<file path="config.mk">
export PLATFORM = sky130hd
export DESIGN_NAME = hcr_top
export DESIGN_NICKNAME = d
export VERILOG_FILES = /design/src/hw/hcr_pkg.sv /design/src/hw/hcr_wake_shaper.sv /design/src/hw/hcr_top.sv
export SDC_FILE = /design/constraint.sdc
export NUM_CORES = 1
export LEC_CHECK = 0
export BUFFER_PORTS_ARGS = -buffer_cell sky130_fd_sc_hd__buf_2
export CORE_MARGIN = 5
export CORE_UTILIZATION = 41
export CTS_CLUSTER_SIZE = 40
export DETAILED_ROUTE_END_ITERATION = 7
export PLACE_DENSITY = 0.61
export SLEW_MARGIN = 5
export SYNTH_ARGS = -nofsm -noshare
export SYNTH_HDL_FRONTEND = slang
export SYNTH_SLANG_ARGS = --single-unit
</file>
<file path="constraint.sdc">
create_clock -name sys_clk -period 7.7 [get_ports sys_clk]
set_input_delay 1.155 -clock sys_clk [delete_from_list [all_inputs] [get_ports sys_clk]]
set_output_delay 1.155 -clock sys_clk [all_outputs]
set_load 0.01 [all_outputs]
</file>
<file path="src/hw/hcr_pkg.sv">
package hcr_pkg;
    // ==========================================================
    // Register map
    localparam logic [7:0]  HCR_OFFSET       = 8'h52;
    localparam int          HCR_LED_HI       = 7;
    localparam int          HCR_LED_LO       = 6;
    localparam int          HCR_DRV_BIT      = 5;
    localparam int          HCR_POL_BIT      = 4;
    localparam int          HCR_MEM_BIT      = 3;
    localparam int          HCR_IO_BIT       = 2;
    localparam int          HCR_PM_BIT       = 0;
    localparam logic [7:0]  HCR_RDATA_IDLE   = 8'h00;
    // ==========================================================
    // Eeprom mode codes
    localparam logic [1:0]  HCR_EEM_AUTOLOAD = 2'h1;
    localparam logic [1:0]  HCR_EEM_CFG_WR   = 2'h3;
    // ==========================================================
    // Power management capability
    localparam logic [7:0]  HCR_CAP_PTR      = 8'h50;
    localparam logic [7:0]  HCR_CAP_ID       = 8'h01;
    localparam logic [7:0]  HCR_CAP_NONE     = 8'h00;
    localparam logic [7:0]  HCR_PM_FIRST     = 8'h52;
    localparam logic [7:0]  HCR_PM_LAST      = 8'h57;
    // ==========================================================
    // Timing
    localparam int          HCR_CLK_HZ       = 40000000;
    localparam int          HCR_WAKE_PULSE_MS = 150;
    localparam int          HCR_AUTOLOAD_MS  = 2;
    localparam int          HCR_WAKE_CYCLES  = HCR_WAKE_PULSE_MS * (HCR_CLK_HZ / 1000);
    localparam int          HCR_LOAD_CYCLES  = HCR_AUTOLOAD_MS * (HCR_CLK_HZ / 1000);
    localparam int          HCR_CNT_W        = 24;
    localparam logic [23:0] HCR_CNT_ZERO     = 24'h000000;
    localparam logic [23:0] HCR_CNT_ONE      = 24'h000001;
    // ==========================================================
    // Reload sequencer
    typedef enum logic [2:0] {
        HCR_ST_IDLE    = 3'b001,
        HCR_ST_RELOAD  = 3'b010,
        HCR_ST_RESTORE = 3'b100
    } hcr_state_e;
endpackage

</file>
<file path="src/hw/hcr_wake_shaper.sv">
`timescale 1ns/1ps
module hcr_wake_shaper
    import hcr_pkg::*;
#(
    parameter int PULSE_CYCLES = HCR_WAKE_CYCLES
) (
    input  wire logic sys_clk,
    input  wire logic rst_n,
    input  wire logic wake_event,
    input  wire logic wake_pin_polarity,
    input  wire logic wake_pin_pulse_select,
    output logic      wake_output_pin
);
    logic                 evt_d_r;
    logic                 evt_d_nxt;
    logic [HCR_CNT_W-1:0] cnt_r;
    logic [HCR_CNT_W-1:0] cnt_nxt;
    logic                 pin_nxt;
    logic                 active;

    // ==========================================================
    // Output style
    always_comb begin
        evt_d_nxt = wake_event;
        if (wake_event && !evt_d_r && wake_pin_pulse_select) begin
            cnt_nxt = PULSE_CYCLES[HCR_CNT_W-1:0];
        end else if (cnt_r != HCR_CNT_ZERO) begin
            cnt_nxt = cnt_r - HCR_CNT_ONE;
        end else begin
            cnt_nxt = HCR_CNT_ZERO;
        end
        active  = wake_pin_pulse_select ? (cnt_nxt != HCR_CNT_ZERO) : wake_event;
        pin_nxt = active ^ wake_pin_polarity;
    end

    always_ff @(posedge sys_clk or negedge rst_n) begin
        if (!rst_n) begin
            evt_d_r         <= 1'b0;
            cnt_r           <= HCR_CNT_ZERO;
            wake_output_pin <= 1'b0;
        end else begin
            evt_d_r         <= evt_d_nxt;
            cnt_r           <= cnt_nxt;
            wake_output_pin <= pin_nxt;
        end
    end

    a_level_style: assert property (@(posedge sys_clk) disable iff (!rst_n)
        !wake_pin_pulse_select |=> wake_output_pin == ($past(wake_event) ^ $past(wake_pin_polarity)))
        else $error("wake level style wrong");
    a_pulse_start: assert property (@(posedge sys_clk) disable iff (!rst_n)
        (wake_pin_pulse_select && wake_event && !evt_d_r && PULSE_CYCLES > 1)
        |=> (wake_output_pin != $past(wake_pin_polarity)))
        else $error("wake pulse did not start");
endmodule // hcr_wake_shaper

</file>
<file path="src/hw/hcr_top.sv">
`timescale 1ns/1ps
// Notes on behaviour
// - LED mode loaded from eeprom, not constant
// - Driver flag reads back what software wrote
// - PCI command enable write clears driver flag
// - Polarity and pulse select choose wake style
// - Bit 3 read-only memory mapping indicator
// - Bit 2 read-only io mapping; bit 1 reserved
// - PM registers span config offsets 52h-57h
// - Auto-load reloads defaults in 2 ms, returns
module hcr_top
    import hcr_pkg::*;
#(
    parameter int LOAD_CYCLES = HCR_LOAD_CYCLES,
    parameter int WAKE_CYCLES = HCR_WAKE_CYCLES
) (
    input  wire logic       sys_clk,
    input  wire logic       rst_n,
    input  wire logic       reg_wr,
    input  wire logic       reg_rd,
    input  wire logic [7:0] reg_addr,
    input  wire logic [7:0] reg_wdata,
    output logic      [7:0] reg_rdata,
    input  wire logic [1:0] eeprom_mode_select,
    input  wire logic [1:0] eeprom_led_default,
    input  wire logic       pci_cmd_enable_write,
    input  wire logic       wake_pin_pulse_select,
    input  wire logic       memory_space_mapped,
    input  wire logic       io_space_mapped,
    input  wire logic       wake_event,
    input  wire logic [7:0] pm_cfg_addr,
    output logic            pm_cfg_hit,
    output logic      [1:0] led_mode_select,
    output logic            power_mgmt_enable,
    output logic            cap_list_status,
    output logic      [7:0] cap_pointer,
    output logic      [7:0] cap_id,
    output logic            cap_word_valid,
    output logic      [7:0] cap_next_ptr,
    output logic            autoload_done,
    output logic            wake_output_pin
);
    hcr_state_e           state_r;
    hcr_state_e           state_nxt;
    logic [HCR_CNT_W-1:0] cnt_r;
    logic [HCR_CNT_W-1:0] cnt_nxt;
    logic [1:0]           led_nxt;
    logic                 drv_r;
    logic                 drv_nxt;
    logic                 pol_r;
    logic                 pol_nxt;
    logic                 pm_nxt;
    logic [7:0]           rdata_nxt;
    logic                 done_nxt;
    logic                 hit_nxt;
    logic                 cfg_wr;

    // ==========================================================
    // Reload sequencer
    always_comb begin
        state_nxt = state_r;
        cnt_nxt   = cnt_r;
        done_nxt  = 1'b0;
        case (state_r)
            HCR_ST_IDLE: begin
                if (eeprom_mode_select == HCR_EEM_AUTOLOAD) begin
                    state_nxt = HCR_ST_RELOAD;
                    cnt_nxt   = LOAD_CYCLES[HCR_CNT_W-1:0];
                end
            end
            HCR_ST_RELOAD: begin
                if (cnt_r <= HCR_CNT_ONE) begin
                    state_nxt = HCR_ST_RESTORE;
                    cnt_nxt   = HCR_CNT_ZERO;
                end else begin
                    cnt_nxt = cnt_r - HCR_CNT_ONE;
                end
            end
            HCR_ST_RESTORE: begin
                state_nxt = HCR_ST_IDLE;
                done_nxt  = 1'b1;
            end
            default: begin
                state_nxt = HCR_ST_IDLE;
                cnt_nxt   = HCR_CNT_ZERO;
            end
        endcase
    end

    // ==========================================================
    // Register fields
    assign cfg_wr = reg_wr && (reg_addr == HCR_OFFSET)
                    && (eeprom_mode_select == HCR_EEM_CFG_WR);

    always_comb begin
        led_nxt = led_mode_select;
        drv_nxt = drv_r;
        pol_nxt = pol_r;
        pm_nxt  = power_mgmt_enable;
        if (state_r == HCR_ST_RESTORE) begin
            led_nxt = eeprom_led_default;
            drv_nxt = 1'b0;
            pol_nxt = 1'b0;
            pm_nxt  = 1'b0;
        end else if (cfg_wr) begin
            led_nxt = reg_wdata[HCR_LED_HI:HCR_LED_LO];
            drv_nxt = reg_wdata[HCR_DRV_BIT];
            pol_nxt = reg_wdata[HCR_POL_BIT];
            pm_nxt  = reg_wdata[HCR_PM_BIT];
        end
        if (pci_cmd_enable_write) begin
            drv_nxt = 1'b0;
        end
        rdata_nxt = HCR_RDATA_IDLE;
        if (reg_rd && reg_addr == HCR_OFFSET) begin
            rdata_nxt[HCR_LED_HI:HCR_LED_LO] = led_mode_select;
            rdata_nxt[HCR_DRV_BIT]           = drv_r;
            rdata_nxt[HCR_POL_BIT]           = pol_r;
            rdata_nxt[HCR_MEM_BIT]           = memory_space_mapped;
            rdata_nxt[HCR_IO_BIT]            = io_space_mapped;
            rdata_nxt[HCR_PM_BIT]            = power_mgmt_enable;
        end
        hit_nxt = pm_nxt && pm_cfg_addr >= HCR_PM_FIRST && pm_cfg_addr <= HCR_PM_LAST;
    end

    always_ff @(posedge sys_clk or negedge rst_n) begin
        if (!rst_n) begin
            state_r           <= HCR_ST_RESTORE;
            cnt_r             <= HCR_CNT_ZERO;
            led_mode_select   <= 2'h0;
            drv_r             <= 1'b0;
            pol_r             <= 1'b0;
            power_mgmt_enable <= 1'b0;
            reg_rdata         <= HCR_RDATA_IDLE;
            autoload_done     <= 1'b0;
            pm_cfg_hit        <= 1'b0;
            cap_list_status   <= 1'b0;
            cap_pointer       <= HCR_CAP_NONE;
            cap_id            <= HCR_CAP_NONE;
            cap_word_valid    <= 1'b0;
            cap_next_ptr      <= HCR_CAP_NONE;
        end else begin
            state_r           <= state_nxt;
            cnt_r             <= cnt_nxt;
            led_mode_select   <= led_nxt;
            drv_r             <= drv_nxt;
            pol_r             <= pol_nxt;
            power_mgmt_enable <= pm_nxt;
            reg_rdata         <= rdata_nxt;
            autoload_done     <= done_nxt;
            pm_cfg_hit        <= hit_nxt;
            cap_list_status   <= pm_nxt;
            cap_pointer       <= pm_nxt ? HCR_CAP_PTR : HCR_CAP_NONE;
            cap_id            <= pm_nxt ? HCR_CAP_ID : HCR_CAP_NONE;
            cap_word_valid    <= pm_nxt;
            cap_next_ptr      <= HCR_CAP_NONE;
        end
    end

    // ==========================================================
    // Wake pin
    hcr_wake_shaper #(
        .PULSE_CYCLES          (WAKE_CYCLES)
    ) u_wake (
        .sys_clk               (sys_clk),
        .rst_n                 (rst_n),
        .wake_event            (wake_event),
        .wake_pin_polarity     (pol_r),
        .wake_pin_pulse_select (wake_pin_pulse_select),
        .wake_output_pin       (wake_output_pin)
    );

    // ==========================================================
    // Checks
    a_led_load: assert property (@(posedge sys_clk) disable iff (!rst_n)
        state_r == HCR_ST_RESTORE |=> led_mode_select == $past(eeprom_led_default))
        else $error("led mode not loaded");
    a_drv_store: assert property (@(posedge sys_clk) disable iff (!rst_n)
        cfg_wr && !pci_cmd_enable_write && state_r == HCR_ST_IDLE
        |=> drv_r == $past(reg_wdata[HCR_DRV_BIT]))
        else $error("driver flag not stored");
    a_drv_clear: assert property (@(posedge sys_clk) disable iff (!rst_n)
        pci_cmd_enable_write |=> !drv_r)
        else $error("driver flag not cleared");
    a_map_bits: assert property (@(posedge sys_clk) disable iff (!rst_n)
        reg_rd && reg_addr == HCR_OFFSET |=> reg_rdata[HCR_MEM_BIT] ==
        $past(memory_space_mapped) && reg_rdata[HCR_IO_BIT] == $past(io_space_mapped)
        && !reg_rdata[1])
        else $error("mapping bits wrong");
    a_cap_on: assert property (@(posedge sys_clk) disable iff (!rst_n)
        power_mgmt_enable |-> cap_list_status && cap_pointer == HCR_CAP_PTR
        && cap_id == HCR_CAP_ID && cap_word_valid && cap_next_ptr == HCR_CAP_NONE)
        else $error("capability not exposed");
    a_cap_off: assert property (@(posedge sys_clk) disable iff (!rst_n)
        !power_mgmt_enable |-> !cap_list_status && cap_id == HCR_CAP_NONE
        && !cap_word_valid && cap_next_ptr == HCR_CAP_NONE)
        else $error("capability not hidden");
    a_pm_window: assert property (@(posedge sys_clk) disable iff (!rst_n)
        pm_cfg_hit |-> power_mgmt_enable && $past(pm_cfg_addr) >= HCR_PM_FIRST
        && $past(pm_cfg_addr) <= HCR_PM_LAST)
        else $error("pm window wrong");
    a_wr_guard: assert property (@(posedge sys_clk) disable iff (!rst_n)
        reg_wr && eeprom_mode_select != HCR_EEM_CFG_WR && state_r == HCR_ST_IDLE
        |=> $stable(pol_r) && $stable(power_mgmt_enable) && $stable(led_mode_select))
        else $error("write outside enable mode");
    a_reload_end: assert property (@(posedge sys_clk) disable iff (!rst_n)
        state_r == HCR_ST_RESTORE |=> autoload_done && !drv_r && !power_mgmt_enable)
        else $error("reload did not finish");
endmodule // hcr_top

</file>
==> results of run 1 <==
[flip-flops by register name, summed over array words and instances (netlist names)]
register                flops
cnt_r                      24
u_wake.cnt_r               24
reg_rdata                   7
state_r                     3
led_mode_select             2
autoload_done               1
cap_pointer                 1
drv_r                       1
pm_cfg_hit                  1
pol_r                       1
u_wake.evt_d_r              1
u_wake.wake_output_pin      1
[placed cells by master, fill, tap and decap left out, drive strengths merged, types with 5 or more instances in the layout]
cell    instances
inv            11
dfrtp          66
a21o            5
nand2          28
nor4           13
clkbuf          9
mux2i           5
nor2           40
nand4           5
xnor2          12
nand2b         10
and3           13
a21oi          21
a31oi           6
nor3           17
xor2            6
buf            54
or4             8
conb           22
o21ai          41
or2             6
nor3b           6
[power by group through the flow]
stage | clock (uW) | combinational, uW | sequential [uW]
floorplan | 0 | 86.6 | 402
global placement | 0 | 101 | 408
detailed placement | 0 | 102 | 409
CTS | 288 | 103 | 402
global route | 304 | 116 | 405
finish | 278 | 102 | 402
[per-layer routing]
layer  track usage, %  part of all wire (%)  up-vias
met5                0                     0        -
met4             6.12                   1.6        0
met3             2.96                   2.8       10
met2             26.3                    51       42
met1             18.5                    44     1408
li1                 -                     -     1483
[cells by family after synthesis]
kind of cell | synth area share, %
fa+ha+maj | 1.35
mux | 1.65
compound gates | 13.8
other cells | 0.101
simple gates | 25.3
buf+inv | 8.24
xor+xnor | 4.25
flops | 45.3
[worst reg2reg max path: stages, from the launching register on]
cell,delay (ns)
dfrtp_1,0.42
nor3_1,0.78
nand3_1,0.38
o41ai_1,0.44
o2111a_1,0.30
a21oi_1,0.07
or4_1,0.54
[area by class of cell]
class / count / area, um2
inverters: 11 / 41.3
clock inverters: 6 / 57.6
flip-flops and latches: 67 / 1680
repair buffers: 54 / 280
well taps: 108 / 135
multi-input cells: 306 / 1800
clock buffers: 9 / 124
fillers: 865 / 4650
[metrics by stage]
step	utilization [%]	power (uW)
6_report	47.0	782
5_1_grt	47.0	825
4_1_cts	47.0	794
3_5_place_dp	44.9	511
3_3_place_gp	44.9	509
2_1_floorplan	-	489
[cell usage after synthesis, drive strengths merged (2+ instances only)]
| library cell | number |
|---|---|
| or2 | 6 |
| inv | 11 |
| clkbuf | 12 |
| a31oi | 6 |
| buf | 29 |
| nand4b | 4 |
| xor2 | 6 |
| a21o | 5 |
| xnor2 | 12 |
| or3 | 2 |
| nor3 | 17 |
| nand4 | 5 |
| nor4 | 13 |
| dfrtp | 66 |
| nor4bb | 2 |
| nand2 | 28 |
| and4b | 2 |
| o21ai | 41 |
| nor2b | 4 |
| nor3b | 6 |
| and3 | 13 |
| ha | 4 |
| o2111a | 2 |
| mux2i | 5 |
| a21oi | 21 |
| or4 | 8 |
| o31ai | 3 |
| nor2 | 40 |
| nand3 | 4 |
| nand2b | 10 |
[worst paths after layout]
path	from	end	slack (ns)	cells after the start
max	wake_pin_pulse_select	u_wake.wake_output_pin	4.55	7
min	cnt_r[15]	cnt_r[15]	0.48	1
max reg2reg	u_wake.cnt_r[2]	u_wake.wake_output_pin	4.65	6
min reg2reg	cnt_r[15]	cnt_r[15]	0.48	1
max in group asynchronous	rst_n	u_wake.cnt_r[20]	6.16	2
min in group asynchronous	rst_n	u_wake.cnt_r[3]	0.98	2
==> flow_summary_export.csv, run 1 <==
group,metric,value,unit
run_status,status,"complete, no violations",
clocking,clockBufferDepth,2,
yosys,ys_ff_latch,67,
yosys,synth_top_area_share,44.6,%
clocking,htreeDepth,3,
floorplanning,dieHeight,105,um
route,num_vias,2943,
pwr,seqPwrFrac,51.5,%
placement,dpl.hpwl,5.70,mm
yosys,yosys_warnings,0,
route,drt_iter0_drc,80,
placement,gp_congestion,0.816,
sta,worst_pin_slew,1.10,ns
floorplanning,rows,34,
pwr,p_sw,222,uW
setup_path,worst_ep_arrival_time,3.36,ns
setup_path,crit_chain,"buf_2 -> nand3b_1 -> inv_1 -> or4_2 -> nor4b_1 -> a21oi_1 -> or4_1",
clocking,clock-sinks,67,
clocking,hold_buffers,0,
pwr,pwr-share-comb,13.0,%
setup_path,cp_top_family,"simple AND/OR/NAND/NOR gates",
setup_path,crit_buf_inv,2,
yosys,yosys_most_used_dff,"dfrtp_1",
min_path,hp-class,"reg2reg",
yosys,syn_area_per_cell,9.17,um2
cells_and_area,area_growth,11.1,%
clocking,cts_made_buffers,9,
placement,place_ws,4.18,ns
setup_path,slowest_delay,0.67,ns
pwr,leakage,0.00194,uW
grt,grt_max_degree,68,
sta,fin_hold_ws,0.482,ns
clocking,ctsResizeCount,0,
cells_and_area,drive_gt1_share,18.3,%
route,wire_per_inst,14.2,um
route,dr.pass1.iters,4,
yosys,ys_top_cells_by_area,"dfrtp_1, o21ai_0, buf_4",
sta,fin_crit,3.15,ns
floorplanning,die-area,0.0110,mm2
sta,finalCritPeriodShare,40.9,%
pwr,p_int,560,uW
clocking,root_buffer,"clkbuf_8",
setup_path,cp.required,7.91,ns
sta,final_hold_viol_count,0,
route,drc,0,
sta,setup_viol,0,
placement,place_inst,546,
clocking,cts_tree,"done",
yosys,yosys.area.top_type,"dfrtp_1",
pwr,peakVddDrop,101,uV
cells_and_area,nets,490,
route,ant_nets,0,
pwr,pwr_density_cell,190,mW/mm2
yosys,syn-instance-count,404,
cells_and_area,n_antenna_cell,0,
pwr,swShare,28.4,%
cells_and_area,fin_area,0.00412,mm2
cells_and_area,stdcell_count,561,
floorplanning,pin_count,77,
setup_path,crit_type,"in2reg",
grt,grt_overflow,0,
floorplanning,start_util,42.3,%
grt,grt_use_total,15.2,%
flow_run,drv_cap,0,
route,wl,7.95,mm
route,viasPerCell,5.25,
clocking,cts_setup_buffers,0,
grt,grt_first_pass_wirelength,13.8,mm
grt,antenna_found_initial,0,
yosys,ys_seq_area_share,45.3,%
yosys,synth_area,0.00371,mm2
clocking,path_clk_slew,0.07,ns
yosys,async_flop_share,100,%
sta,setup_tns,0,ns
sta,rsz0062_at_grt,"no",
floorplanning,core-area,0.00876,mm2
sta,finalWorstSetupSlack,4.55,ns
sta,drv_slew,0,
setup_path,crit_fanout,11,
grt,grt_pass1_vias,2895,
yosys,synth_edf_count,0,
sta,fin_skew,0.00921,ns
floorplanning,die_width,105,um
clocking,clk_latency,0.34,ns
sta,fmax,0.317,GHz
setup_path,critPathLaunchType,"input port",
placement,io_buffers,50,
pwr,p_clk_share,35.5,%
placement,place_area,0.00394,mm2
setup_path,slowest_stage,"or4_2",
sta,slew_headroom,26.0,%
yosys,post_synth_num_cell_types,54,
setup_path,worstSetupEndpointType,"flop",
No activity file was read; power rests on OpenSTA's default activity.
==> inputs of run 2 (changes only) <==
clock period = 3 ns   (was 7.7 ns; I/O delays follow)
==> run 2 against run 1 <==
- routed wire length rose by 2.3%
- sequential power grew to 2.6 times the previous value
- hold slack got worse by 0.44 ns
- cell count rose by 2.7%
- core utilization increased by 1.5 points
- power rose to 2.6 times the previous value
- first-iteration DRC count up 40%
- critical path type is now reg2reg
- critical endpoint unchanged
==> flow_summary_export.csv, run 2 (synthesis results as in run 1) <==
group,metric,value,unit
sta,setup_tns,0,ns
min_path,hp-class,"in2async",
sta,slew_headroom,60.3,%
floorplanning,start_util,42.3,%
route,wl,8.13,mm
floorplanning,pin_count,77,
clocking,root_buffer,"clkbuf_8",
pwr,seqPwrFrac,50.3,%
sta,final_hold_viol_count,0,
sta,finalCritPeriodShare,92.9,%
setup_path,worstSetupEndpointType,"flop",
cells_and_area,n_antenna_cell,0,
pwr,p_int,1500,uW
route,dr.pass1.iters,6,
pwr,p_clk_share,36.0,%
clocking,htreeDepth,3,
route,num_vias,3027,
cells_and_area,nets,505,
sta,rsz0062_at_grt,"no",
run_status,status,"complete, no violations",
clocking,cts_tree,"done",
pwr,swShare,26.5,%
cells_and_area,stdcell_count,576,
cells_and_area,area_growth,14.7,%
placement,gp_congestion,0.816,
route,viasPerCell,5.26,
setup_path,worst_ep_arrival_time,2.98,ns
sta,fin_crit,2.79,ns
route,drc,0,
placement,place_area,0.00405,mm2
setup_path,worstRegToRegCells,8,
pwr,pwr-share-comb,13.8,%
floorplanning,core-area,0.00876,mm2
floorplanning,die-area,0.0110,mm2
grt,grt_use_total,15.4,%
sta,fin_skew,0.00693,ns
setup_path,critPathLaunchType,"flop",
sta,drv_slew,0,
floorplanning,rows,34,
clocking,clockBufferDepth,2,
clocking,clk_latency,0.33,ns
cells_and_area,drive_gt1_share,20.7,%
sta,fmax,0.359,GHz
grt,grt_pass1_vias,3022,
floorplanning,die_width,105,um
sta,setup_viol,0,
clocking,clock-sinks,67,
route,ant_nets,0,
clocking,hold_buffers,0,
cells_and_area,fin_area,0.00425,mm2
sta,worst_pin_slew,0.593,ns
pwr,peakVddDrop,170,uV
grt,grt_first_pass_wirelength,14.1,mm
cells_and_area,most-common-layout-cells,"dfrtp_1, buf_2, o21ai_0",
sta,fin_hold_ws,0.0426,ns
grt,antenna_found_initial,0,
route,wire_per_inst,14.1,um
grt,grt_overflow,0,
grt,grt_max_degree,30,
floorplanning,dieHeight,105,um
setup_path,crit_fanout,5,
pwr,leakage,0.00202,uW
setup_path,crit_type,"reg2reg",
flow_run,drv_cap,0,
clocking,cts_made_buffers,9,
placement,io_buffers,50,
pwr,pwr_density_cell,481,mW/mm2
cells_and_area,layout_commonest_cell,"dfrtp_1",
route,drt_iter0_drc,112,
clocking,path_clk_slew,0.07,ns
pwr,p_sw,542,uW
cells_and_area,top_regs,"cnt_r: 24 flops, u_wake.cnt_r: 24 flops, reg_rdata: 7 flops",
placement,place_inst,561,
setup_path,cp.required,3.19,ns
placement,dpl.hpwl,6.16,mm
run 2: critical path: stages, from the launching register on:
cell and delay [ns]:
dfrtp_1 0.40, inv_1 0.08, ha_1 0.23, nor3b_1 0.24
xor2_1 0.11, or4_2 0.67, nor4b_2 0.30, a21oi_1 0.10
or4_1 0.53
run 2: routing by layer:
metal	up-vias	wire, um	GRT usage [%]
li1	1518	-	-
met1	1456	3620	18.9
met2	45	4190	26.2
met3	8	219	4.44
met4	0	91	4.66
met5	-	0	0
run 2: metrics by stage:
step           setup WS (ns)  utilization, %  power [uW]
3_3_place_gp           0.142            46.2        1320
3_5_place_dp           0.114            46.2        1330
2_1_floorplan          0.308               -        1250
4_1_cts               0.0883            48.4        2080
5_1_grt               0.0521            48.5        2170
6_report               0.214            48.5        2040
run 2: worst paths after layout:
check / end / startpoint / slack, ns
hold / removal: u_wake.cnt_r[7] / rst_n / 0.04
setup / recovery: u_wake.wake_output_pin / u_wake.cnt_r[1] / 0.21
min in group sys_clk: u_wake.evt_d_r / wake_event / 0.25
max in group asynchronous: state_r[2] / rst_n / 2.19
hold reg to reg: cnt_r[19] / cnt_r[19] / 0.48
setup reg to reg: u_wake.wake_output_pin / u_wake.cnt_r[1] / 0.21
run 2: power groups by stage:
stage	combinational (uW)	sequential [uW]	clock [uW]
6_report	281	1030	736
2_1_floorplan	222	1030	0
5_1_grt	315	1040	816
3_5_place_dp	280	1050	0
3_3_place_gp	278	1050	0
4_1_cts	283	1030	765
run 2: repair_timing:
action,CTS,global route
setup endpoints to repair,0,1
resized for setup,0,1
buffers inserted,0,0
run 2: layout make-up:
class / instances / area, um2
Sequential cell: 67 / 1680
Multi-Input combinational cell: 306 / 1810
Clock inverter: 2 / 35.0
Fill cell: 847 / 4510
Inverter: 11 / 41.3
Tap cell: 108 / 135
Timing Repair Buffer: 69 / 393
Clock buffer: 13 / 159
